## src/rtl/ahb_ports_defines.svh

```systemverilog
`ifndef AHB_PORTS_DEFINES_SVH
`define AHB_PORTS_DEFINES_SVH
// What this block does
// - Register port keeps write-data bits 20:19 and 15:0; others ignored.
// - Direction high means write, low means read, on every port.
// - Four identical memory ports, 0 to 3, each with full signal set.
// - Memory ports never answer RETRY or SPLIT.
// - Each memory port takes a 28-bit byte address.
// - Single transfers and 4, 8, 16 beat incrementing or wrapping bursts.
// - While the granted port holds lock, no other port gets the memory.
// - Incoming ready high ends previous transfer before a new address is taken.
// - Outgoing ready low inserts wait states, high when own transfer ends.
// - Response field carries only OKAY or ERROR, two bits.
// - Memory port errors a transfer larger than its allowed size.
// - Memory port errors a write to a protected region and drops it.
// - Memory port errors any access while disabled or in low power.
// - Register port accepts only word size 0b010; other sizes error.
// - Memory ports accept byte, halfword, word; wider sizes error.
`define TRANS_REQ_BIT 1
`define SIZE_WORD 3'h2
`define RESP_OKAY 2'h0
`define RESP_ERROR 2'h1
`define NUM_PORTS 4
`define MEM_ADDR_W 28
`define CS_W 8
`define DATA_W 32
`define FIFO_DEPTH 32
`define REG_ADDR_W 12
`define REG_WD_W 18
`endif

```

## src/rtl/ahb_ports_pkg.sv

```systemverilog
package ahb_ports_pkg;
  typedef enum logic [2:0] {MP_IDLE, MP_WAIT, MP_READ, MP_ERR1, MP_ERR2} mem_state_e;
  typedef enum logic [2:0] {RP_IDLE, RP_WDATA, RP_READ, RP_ERR1, RP_ERR2} reg_state_e;
endpackage

```

## src/rtl/ahb_mem_reg_ports.sv

```systemverilog
`include "ahb_ports_defines.svh"
module ahb_mem_reg_ports #(
  parameter int NUM_PORTS = `NUM_PORTS,
  parameter int FIFO_DEPTH = `FIFO_DEPTH
) (
  input wire logic sys_clk,
  input wire logic nrst,
  input wire logic controller_enable_bit,
  input wire logic low_power_bit,
  input wire logic [`CS_W-1:0] write_protect,
  input wire logic reg_sel,
  input wire logic [`REG_ADDR_W-1:0] reg_addr,
  input wire logic [1:0] reg_port_transfer_type,
  input wire logic [2:0] reg_size,
  input wire logic reg_port_direction,
  input wire logic [1:0] reg_port_wdata_upper,
  input wire logic [15:0] reg_port_wdata_lower,
  input wire logic reg_ready_in,
  output logic reg_ready_out,
  output logic [1:0] reg_resp,
  output logic [`DATA_W-1:0] reg_rdata,
  output logic reg_wr_strobe,
  output logic reg_rd_strobe,
  output logic [`REG_ADDR_W-1:0] reg_acc_addr,
  output logic [`REG_WD_W-1:0] reg_wr_data,
  input wire logic [`DATA_W-1:0] reg_rd_data,
  input wire logic [NUM_PORTS-1:0][`CS_W-1:0] mem_port_chip_selects,
  input wire logic [NUM_PORTS-1:0] mem_port_global_select,
  input wire logic [NUM_PORTS-1:0][`MEM_ADDR_W-1:0] mem_port_address,
  input wire logic [NUM_PORTS-1:0][1:0] mem_port_transfer_type,
  input wire logic [NUM_PORTS-1:0] mem_port_direction,
  input wire logic [NUM_PORTS-1:0][2:0] mem_port_size,
  input wire logic [NUM_PORTS-1:0][2:0] mem_port_burst_type,
  input wire logic [NUM_PORTS-1:0] mem_port_lock,
  input wire logic [NUM_PORTS-1:0][`DATA_W-1:0] mem_port_write_data,
  input wire logic [NUM_PORTS-1:0] mem_port_ready_in,
  output logic [NUM_PORTS-1:0][`DATA_W-1:0] mem_port_read_data,
  output logic [NUM_PORTS-1:0] mem_port_ready_out,
  output logic [NUM_PORTS-1:0][1:0] mem_port_response,
  output logic mem_cmd_valid,
  input wire logic mem_cmd_ready,
  output logic [76:0] mem_cmd_data,
  input wire logic mem_rsp_valid,
  input wire logic [`DATA_W-1:0] mem_rsp_data
);
  import ahb_ports_pkg::*;

  localparam int HDR_W = `CS_W + 3 + 3 + 1 + `MEM_ADDR_W;
  localparam int CMD_W = 2 + HDR_W + `DATA_W;

  // Register port
  reg_state_e rs_q, rs_d;
  logic r_rdy_q, r_rdy_d;
  logic [1:0] r_resp_q, r_resp_d;
  logic [`DATA_W-1:0] r_rdata_q, r_rdata_d;
  logic r_wr_q, r_wr_d;
  logic r_rd_q, r_rd_d;
  logic [`REG_ADDR_W-1:0] r_addr_q, r_addr_d;
  logic [`REG_WD_W-1:0] r_wd_q, r_wd_d;
  logic r_accept;

  always_comb begin
    rs_d = rs_q;
    r_rdy_d = r_rdy_q;
    r_resp_d = r_resp_q;
    r_rdata_d = r_rdata_q;
    r_wr_d = 1'b0;
    r_rd_d = 1'b0;
    r_addr_d = r_addr_q;
    r_wd_d = r_wd_q;
    // Bit 0 ignored: SEQ equals NONSEQ, BUSY equals IDLE
    r_accept = reg_sel && reg_port_transfer_type[`TRANS_REQ_BIT] && reg_ready_in;
    unique case (rs_q)
      RP_ERR1: begin
        rs_d = RP_ERR2;
        r_rdy_d = 1'b1;
        r_resp_d = `RESP_ERROR;
      end
      RP_READ: begin
        r_rdata_d = reg_rd_data;
        r_rdy_d = 1'b1;
        rs_d = RP_IDLE;
      end
      RP_IDLE, RP_WDATA, RP_ERR2: begin
        if (rs_q == RP_WDATA) begin
          // Only the implemented bits are carried
          r_wd_d = {reg_port_wdata_upper, reg_port_wdata_lower};
          r_wr_d = 1'b1;
        end
        rs_d = RP_IDLE;
        r_rdy_d = 1'b1;
        r_resp_d = `RESP_OKAY;
        if (r_accept) begin
          r_addr_d = reg_addr;
          if (reg_size != `SIZE_WORD) begin
            rs_d = RP_ERR1;
            r_rdy_d = 1'b0;
            r_resp_d = `RESP_ERROR;
          end else if (reg_port_direction) begin
            rs_d = RP_WDATA;
          end else begin
            // One wait state so read data leaves from a flop
            rs_d = RP_READ;
            r_rd_d = 1'b1;
            r_rdy_d = 1'b0;
          end
        end
      end
    endcase
  end

  always_ff @(posedge sys_clk or negedge nrst) begin
    if (!nrst) begin
      rs_q <= RP_IDLE;
      r_rdy_q <= 1'b1;
      r_resp_q <= `RESP_OKAY;
      r_rdata_q <= '0;
      r_wr_q <= 1'b0;
      r_rd_q <= 1'b0;
      r_addr_q <= '0;
      r_wd_q <= '0;
    end else begin
      rs_q <= rs_d;
      r_rdy_q <= r_rdy_d;
      r_resp_q <= r_resp_d;
      r_rdata_q <= r_rdata_d;
      r_wr_q <= r_wr_d;
      r_rd_q <= r_rd_d;
      r_addr_q <= r_addr_d;
      r_wd_q <= r_wd_d;
    end
  end

  assign reg_ready_out = r_rdy_q;
  assign reg_resp = r_resp_q;
  assign reg_rdata = r_rdata_q;
  assign reg_wr_strobe = r_wr_q;
  assign reg_rd_strobe = r_rd_q;
  assign reg_acc_addr = r_addr_q;
  assign reg_wr_data = r_wd_q;

  // Memory ports
  logic [NUM_PORTS-1:0] grant;
  logic [NUM_PORTS-1:0] busy;
  logic [NUM_PORTS-1:0] push_req;
  logic [NUM_PORTS-1:0][CMD_W-1:0] push_cmd;
  logic fifo_in_ready;
  logic fifo_in_valid;
  logic [CMD_W-1:0] fifo_in_data;

  for (genvar p = 0; p < NUM_PORTS; p++) begin : g_port
    mem_state_e st_q, st_d;
    logic rdy_q, rdy_d;
    logic [1:0] resp_q, resp_d;
    logic [`DATA_W-1:0] rd_q, rd_d;
    logic [HDR_W-1:0] hdr_q, hdr_d;
    logic accept;
    logic bad;

    always_comb begin
      st_d = st_q;
      rdy_d = rdy_q;
      resp_d = resp_q;
      rd_d = rd_q;
      hdr_d = hdr_q;
      // A tied-off port never sees select, so it stays idle
      accept = mem_port_global_select[p] && mem_port_transfer_type[p][`TRANS_REQ_BIT]
               && mem_port_ready_in[p];
      bad = (mem_port_size[p] > `SIZE_WORD)
            || !controller_enable_bit || low_power_bit
            || (mem_port_direction[p] && |(mem_port_chip_selects[p] & write_protect));
      unique case (st_q)
        MP_ERR1: begin
          st_d = MP_ERR2;
          rdy_d = 1'b1;
          resp_d = `RESP_ERROR;
        end
        MP_WAIT: begin
          if (grant[p] && fifo_in_ready) begin
            if (hdr_q[`MEM_ADDR_W]) begin
              st_d = MP_IDLE;
              rdy_d = 1'b1;
            end else begin
              st_d = MP_READ;
            end
          end
        end
        MP_READ: begin
          if (grant[p] && mem_rsp_valid) begin
            rd_d = mem_rsp_data;
            rdy_d = 1'b1;
            st_d = MP_IDLE;
          end
        end
        MP_IDLE, MP_ERR2: begin
          st_d = MP_IDLE;
          rdy_d = 1'b1;
          resp_d = `RESP_OKAY;
          if (accept) begin
            rdy_d = 1'b0;
            if (bad) begin
              // Protected writes are dropped here, never queued
              st_d = MP_ERR1;
              resp_d = `RESP_ERROR;
            end else begin
              st_d = MP_WAIT;
              hdr_d = {mem_port_chip_selects[p], mem_port_burst_type[p], mem_port_size[p],
                       mem_port_direction[p], mem_port_address[p]};
            end
          end
        end
      endcase
    end

    always_ff @(posedge sys_clk or negedge nrst) begin
      if (!nrst) begin
        st_q <= MP_IDLE;
        rdy_q <= 1'b1;
        resp_q <= `RESP_OKAY;
        rd_q <= '0;
        hdr_q <= '0;
      end else begin
        st_q <= st_d;
        rdy_q <= rdy_d;
        resp_q <= resp_d;
        rd_q <= rd_d;
        hdr_q <= hdr_d;
      end
    end

    // Write data is in its data phase while the port waits
    assign push_req[p] = (st_q == MP_WAIT) && grant[p];
    assign push_cmd[p] = {2'(p), hdr_q, mem_port_write_data[p]};
    assign busy[p] = (st_q == MP_WAIT) || (st_q == MP_READ);
    assign mem_port_ready_out[p] = rdy_q;
    assign mem_port_response[p] = resp_q;
    assign mem_port_read_data[p] = rd_q;
  end

  always_comb begin
    fifo_in_valid = |push_req;
    fifo_in_data = '0;
    for (int k = 0; k < NUM_PORTS; k++) begin
      if (push_req[k]) begin
        fifo_in_data = push_cmd[k];
      end
    end
  end

  // Grant is held through a read so the response finds its port
  port_arbiter #(.N(NUM_PORTS)) u_arb (
    .sys_clk(sys_clk),
    .nrst(nrst),
    .req(busy),
    .lock(mem_port_lock),
    .grant(grant)
  );

  // Full FIFO stalls the granted port, which holds ready low
  cmd_fifo #(.WIDTH(CMD_W), .DEPTH(FIFO_DEPTH)) u_fifo (
    .sys_clk(sys_clk),
    .nrst(nrst),
    .in_valid(fifo_in_valid),
    .in_ready(fifo_in_ready),
    .in_data(fifo_in_data),
    .out_valid(mem_cmd_valid),
    .out_ready(mem_cmd_ready),
    .out_data(mem_cmd_data)
  );
endmodule // ahb_mem_reg_ports

```

## src/rtl/cmd_fifo.sv

```systemverilog
module cmd_fifo #(
  parameter int WIDTH = 8,
  parameter int DEPTH = 32
) (
  input wire logic sys_clk,
  input wire logic nrst,
  input wire logic in_valid,
  output logic in_ready,
  input wire logic [WIDTH-1:0] in_data,
  output logic out_valid,
  input wire logic out_ready,
  output logic [WIDTH-1:0] out_data
);
  localparam int AW = $clog2(DEPTH);
  logic [WIDTH-1:0] mem_q [DEPTH];
  logic [AW-1:0] wr_q, wr_d, rd_q, rd_d;
  logic [AW:0] cnt_q, cnt_d;
  logic ov_q, ov_d;
  logic [WIDTH-1:0] od_q, od_d;
  logic push, pop;

  // Output stage is its own flop so the memory side sees a clean register
  always_comb begin
    in_ready = cnt_q != (AW+1)'(DEPTH);
    push = in_valid && in_ready;
    pop = (cnt_q != '0) && (!ov_q || out_ready);
    wr_d = push ? wr_q + AW'(1) : wr_q;
    rd_d = pop ? rd_q + AW'(1) : rd_q;
    cnt_d = cnt_q + (AW+1)'(push) - (AW+1)'(pop);
    ov_d = pop ? 1'b1 : (out_ready ? 1'b0 : ov_q);
    od_d = pop ? mem_q[rd_q] : od_q;
  end

  always_ff @(posedge sys_clk or negedge nrst) begin
    if (!nrst) begin
      wr_q <= '0;
      rd_q <= '0;
      cnt_q <= '0;
      ov_q <= 1'b0;
      od_q <= '0;
    end else begin
      wr_q <= wr_d;
      rd_q <= rd_d;
      cnt_q <= cnt_d;
      ov_q <= ov_d;
      od_q <= od_d;
    end
  end

  always_ff @(posedge sys_clk) begin
    if (push) begin
      mem_q[wr_q] <= in_data;
    end
  end

  assign out_valid = ov_q;
  assign out_data = od_q;
endmodule // cmd_fifo

```

## src/rtl/port_arbiter.sv

```systemverilog
module port_arbiter #(
  parameter int N = 4
) (
  input wire logic sys_clk,
  input wire logic nrst,
  input wire logic [N-1:0] req,
  input wire logic [N-1:0] lock,
  output logic [N-1:0] grant
);
  localparam int IW = $clog2(N);
  logic [N-1:0] grant_q, grant_d;
  logic [IW-1:0] last_q, last_d;
  logic [IW-1:0] idx;

  always_comb begin
    grant_d = grant_q;
    last_d = last_q;
    idx = '0;
    // Owner keeps the memory while busy or locked
    if (!(|(grant_q & (req | lock)))) begin
      grant_d = '0;
      for (int k = 1; k <= N; k++) begin
        idx = IW'((int'(last_q) + k) % N);
        if (req[idx] && grant_d == '0) begin
          grant_d[idx] = 1'b1;
          last_d = idx;
        end
      end
    end
  end

  always_ff @(posedge sys_clk or negedge nrst) begin
    if (!nrst) begin
      grant_q <= '0;
      last_q <= '0;
    end else begin
      grant_q <= grant_d;
      last_q <= last_d;
    end
  end

  assign grant = grant_q;
endmodule // port_arbiter

```

## config.mk

```make
export PLATFORM = sky130hd
export DESIGN_NAME = ahb_mem_reg_ports
export DESIGN_NICKNAME = d
export VERILOG_FILES = /design/src/rtl/ahb_ports_pkg.sv /design/src/rtl/ahb_mem_reg_ports.sv /design/src/rtl/cmd_fifo.sv /design/src/rtl/port_arbiter.sv
export VERILOG_INCLUDE_DIRS = /design/src /design/src/rtl
export SDC_FILE = /design/constraint.sdc
export NUM_CORES = 2
export LEC_CHECK = 0
export BUFFER_PORTS_ARGS = -buffer_cell sky130_fd_sc_hd__buf_2
export CAP_MARGIN = 20
export CORE_ASPECT_RATIO = 0.7
export CORE_MARGIN = 3
export CORE_UTILIZATION = 30
export DETAILED_ROUTE_END_ITERATION = 8
export REMOVE_ABC_BUFFERS = 1
export SKIP_CTS_REPAIR_TIMING = 1
export SYNTH_ARGS = -nofsm -noshare
export SYNTH_HDL_FRONTEND = slang
export SYNTH_SLANG_ARGS = --single-unit
```

## constraint.sdc

```tcl
create_clock -name sys_clk -period 6 [get_ports sys_clk]
set_input_delay 0.9 -clock sys_clk [delete_from_list [all_inputs] [get_ports sys_clk]]
set_output_delay 0.9 -clock sys_clk [all_outputs]
set_load 0.005 [all_outputs]
```

==> metrics.yaml <==
met3_length_microns: 26900
reg2reg_setup_slack_ps: 1100
netlist_instances: 5282
ys_seq_area_frac: 0.754
async_flop_share: 0.166
yosysMostFrequentCell: "edfxtp_1"
reg2reg_to: "u_fifo.mem_q[23][71]$_DFFE_PP_"
grt_max_degree: 126
dr.pass1.iters: 6
cts_tree: "built"
synthFlopType: "edfxtp_1"
power.leakage_nw: 46.5
drc_errors: 0
yosysWarnings: 0
nFillCells: 34339
holdPathStages: 2
clk_latency_ps: 920
floorplan.die.height_microns: 522
path_cells: "nor3b_1 -> and2_4 -> nand2b_1 -> buf_4 -> o31a_1 -> nand2_1 -> nor2_4 -> buf_12"
post-place-cells: 10907
setup_tns_ps: 0
place.gp.congestion: 0.830
overflow: 0
drv_cap: 0
synth_seq_cells: 2953
final.period_utilization: 0.817
final_nets: 6669
ios: 721
io_buffers: 710
max_slew_margin: 0.246
drive_gt1_frac: 0.407
cp_slowest_stage_delay_ps: 820
status: "complete, no violations"
hold_violations: 0
fmax_mhz: 204
yosys.area.top_type_share: 0.647
htree_levels: 5
dr_total_vias: 57648
path_max_fanout: 34
grt_use_total: 0.157
syn_area_per_cell_sq_um: 21.6
cts-root-buf: "clkbuf_16"
antenna_found_initial: 35
synth_top_area_cell: "edfxtp_1"
cts_buffers: 299
synth_edf_count: 2464
crit_buf_inv: 2
crit_family: "simple AND/OR/NAND/NOR gates"
syn_area_sq_um: 114000
synthTopCellsByCount: "edfxtp_1 (2464), mux4_2 (773), dfrtp_1 (484), mux2_2 (359), clkbuf_1 (210)"
tightest_slew_ps: 1130
clock_path_buffers: 4
drt_iter0_drc: 6050
fin_crit_ps: 4900
slew_viol_final: 0
routed_wl_microns: 312000
clkSinkCount: 2953
instances_no_fill: 11500
hold_path.class: "in -> reg"
cts.clk_slew.worst_paths_ps: 70
setup_viol: 0
grt_first_pass_wirelength_microns: 443000
cp-start-kind: "register"
utilization: 0.360
synthDistinctLibCells: 53
min_from: "reg_port_direction"
crit_arrival_ps: 5460
initial_utilization: 0.303
route.top_layer_used: "met5"
postRouteAntennaNets: 0
reg2reg_depth: 8
crit_slowest_cell: "nor2_4"
die_w_microns: 744
synth_area_leaders: "edfxtp_1 (65%), mux4_2 (15%), dfrtp_1 (11%)"
hpwl_microns: 178000
holdPathEnd: "reg_rd_strobe$_DFF_PN0_"
path_class: "reg -> reg"
wl_per_cell_microns: 27.1
wl_met1_microns: 133000
skew_ps: 35.0
powerDensity_nw_per_um2: 463
areaGrowthSynthToFinish_pct: 18.9
wl_met2_microns: 145000
grt_pass1_vias: 59659
r2r-start: "g_port[3].st_q[1]$_DFFE_PN0P_"
cp.required_ps: 6560
cp-end-kind: "register"
coreArea_sq_um: 377000
via_per_inst: 5.01
dieArea_sq_um: 389000
num_rows: 188
irDropWorstVdd_mv: 0.302
rsz0062_at_grt: "no"
[per-stage QoR]
| stage | hold slack (ps) | instance area [sq um] | power [mW] | worst slack (ps) |
|---|---|---|---|---|
| finish | 188 | 136000 | 63.0 | 1100 |
| global route | 136 | 136000 | 65.9 | 725 |
| CTS | -67.4 | 135000 | 63.8 | 1080 |
| detailed placement | 488 | 126000 | 45.1 | 1100 |
| global placement | 482 | 125000 | 44.7 | 1150 |
| floorplan | 459 | 113000 | 37.3 | -19090 |
[final cells by class]
type | instances | area (sq um) | area share
flip-flops and latches | 2953 | 86300 | 0.635
multi-input cells | 1999 | 27400 | 0.201
diodes | 13 | 32.5 | 0.000239
well taps | 5035 | 6300 | 0.0464
clock buffers | 387 | 8160 | 0.0600
clock inverters | 156 | 1470 | 0.0108
inverters | 23 | 86.3 | 0.000635
repair buffers | 934 | 6220 | 0.0458
[how the worst max path moves through the flow]
stage	startpoint	end	slack (ps)	cells after the start
floorplan	u_fifo.rd_q[0]$_DFFE_PN0P_	u_fifo.out_data[0]$_DFFE_PN0P_	-19090	4
global placement	g_port[3].st_q[1]$_DFFE_PN0P_	u_fifo.mem_q[23][68]$_DFFE_PP_	1150	8
detailed placement	g_port[3].st_q[1]$_DFFE_PN0P_	u_fifo.mem_q[23][68]$_DFFE_PP_	1100	8
CTS	g_port[3].st_q[1]$_DFFE_PN0P_	u_fifo.mem_q[23][76]$_DFFE_PP_	1080	8
global route	g_port[3].st_q[1]$_DFFE_PN0P_	u_fifo.mem_q[23][73]$_DFFE_PP_	720	8
finish	g_port[3].st_q[1]$_DFFE_PN0P_	u_fifo.mem_q[23][71]$_DFFE_PP_	1100	8
[cell families (layout without fill, tap and decap cells)]
logic type                 after synthesis  in the layout  share of synthesized area
DFF                                   2953           2953                      0.754
other                                    1             18                  0.0000328
adders and majority gates               24             24                    0.00267
AOI/OAI and AO/OA                      391            391                     0.0218
muxes                                 1209           1209                      0.194
buffers and inverters                  334           1500                     0.0116
xor gates and xnor gates                16             16                    0.00123
and+or+nand+nor                        354            354                     0.0139
[worst register-to-register path, delay by kind of cell (launching register included)]
family,cells,cell delay (ps)
AOI/OAI and AO/OA,1,680
buffers and inverters,2,710
DFF,1,490
and+or+nand+nor,5,2630
[power breakdown]
part | internal [mW] | switching, mW | leakage [nW]
Sequential | 25.3 | 1.25 | 28.8
Clock | 10.5 | 7.95 | 4.66
Combinational | 8.30 | 9.65 | 13.0
[layer usage]
metal | up-vias | track usage
li1 | 23838 | -
met5 | - | 0
met4 | 14 | 0.0416
met1 | 31077 | 0.220
met3 | 411 | 0.0396
met2 | 2308 | 0.244
[cells in the final DEF, fill, tap and decap left out, types with 88 or more instances in the layout]
| cell type | count |
|---|---|
| a21oi_1 | 100 |
| buf_2 | 709 |
| buf_4 | 129 |
| clkbuf_16 | 310 |
| dfrtp_1 | 479 |
| edfxtp_1 | 2464 |
| mux2_2 | 359 |
| mux4_2 | 773 |
| nand2_1 | 116 |
| nor2_1 | 109 |
| o21ai_0 | 88 |
[sequential cells by signal, indices dropped and copies added, names as in the netlist, 6 cells and up]
register,cells
u_fifo.mem_q,2464
g_port.hdr_q,172
g_port.rd_q,128
u_fifo.out_data,77
reg_rdata,32
reg_wr_data,18
g_port.st_q,12
reg_acc_addr,12
u_fifo.cnt_q,6
Note: power is estimated with default switching activity, not from simulation.
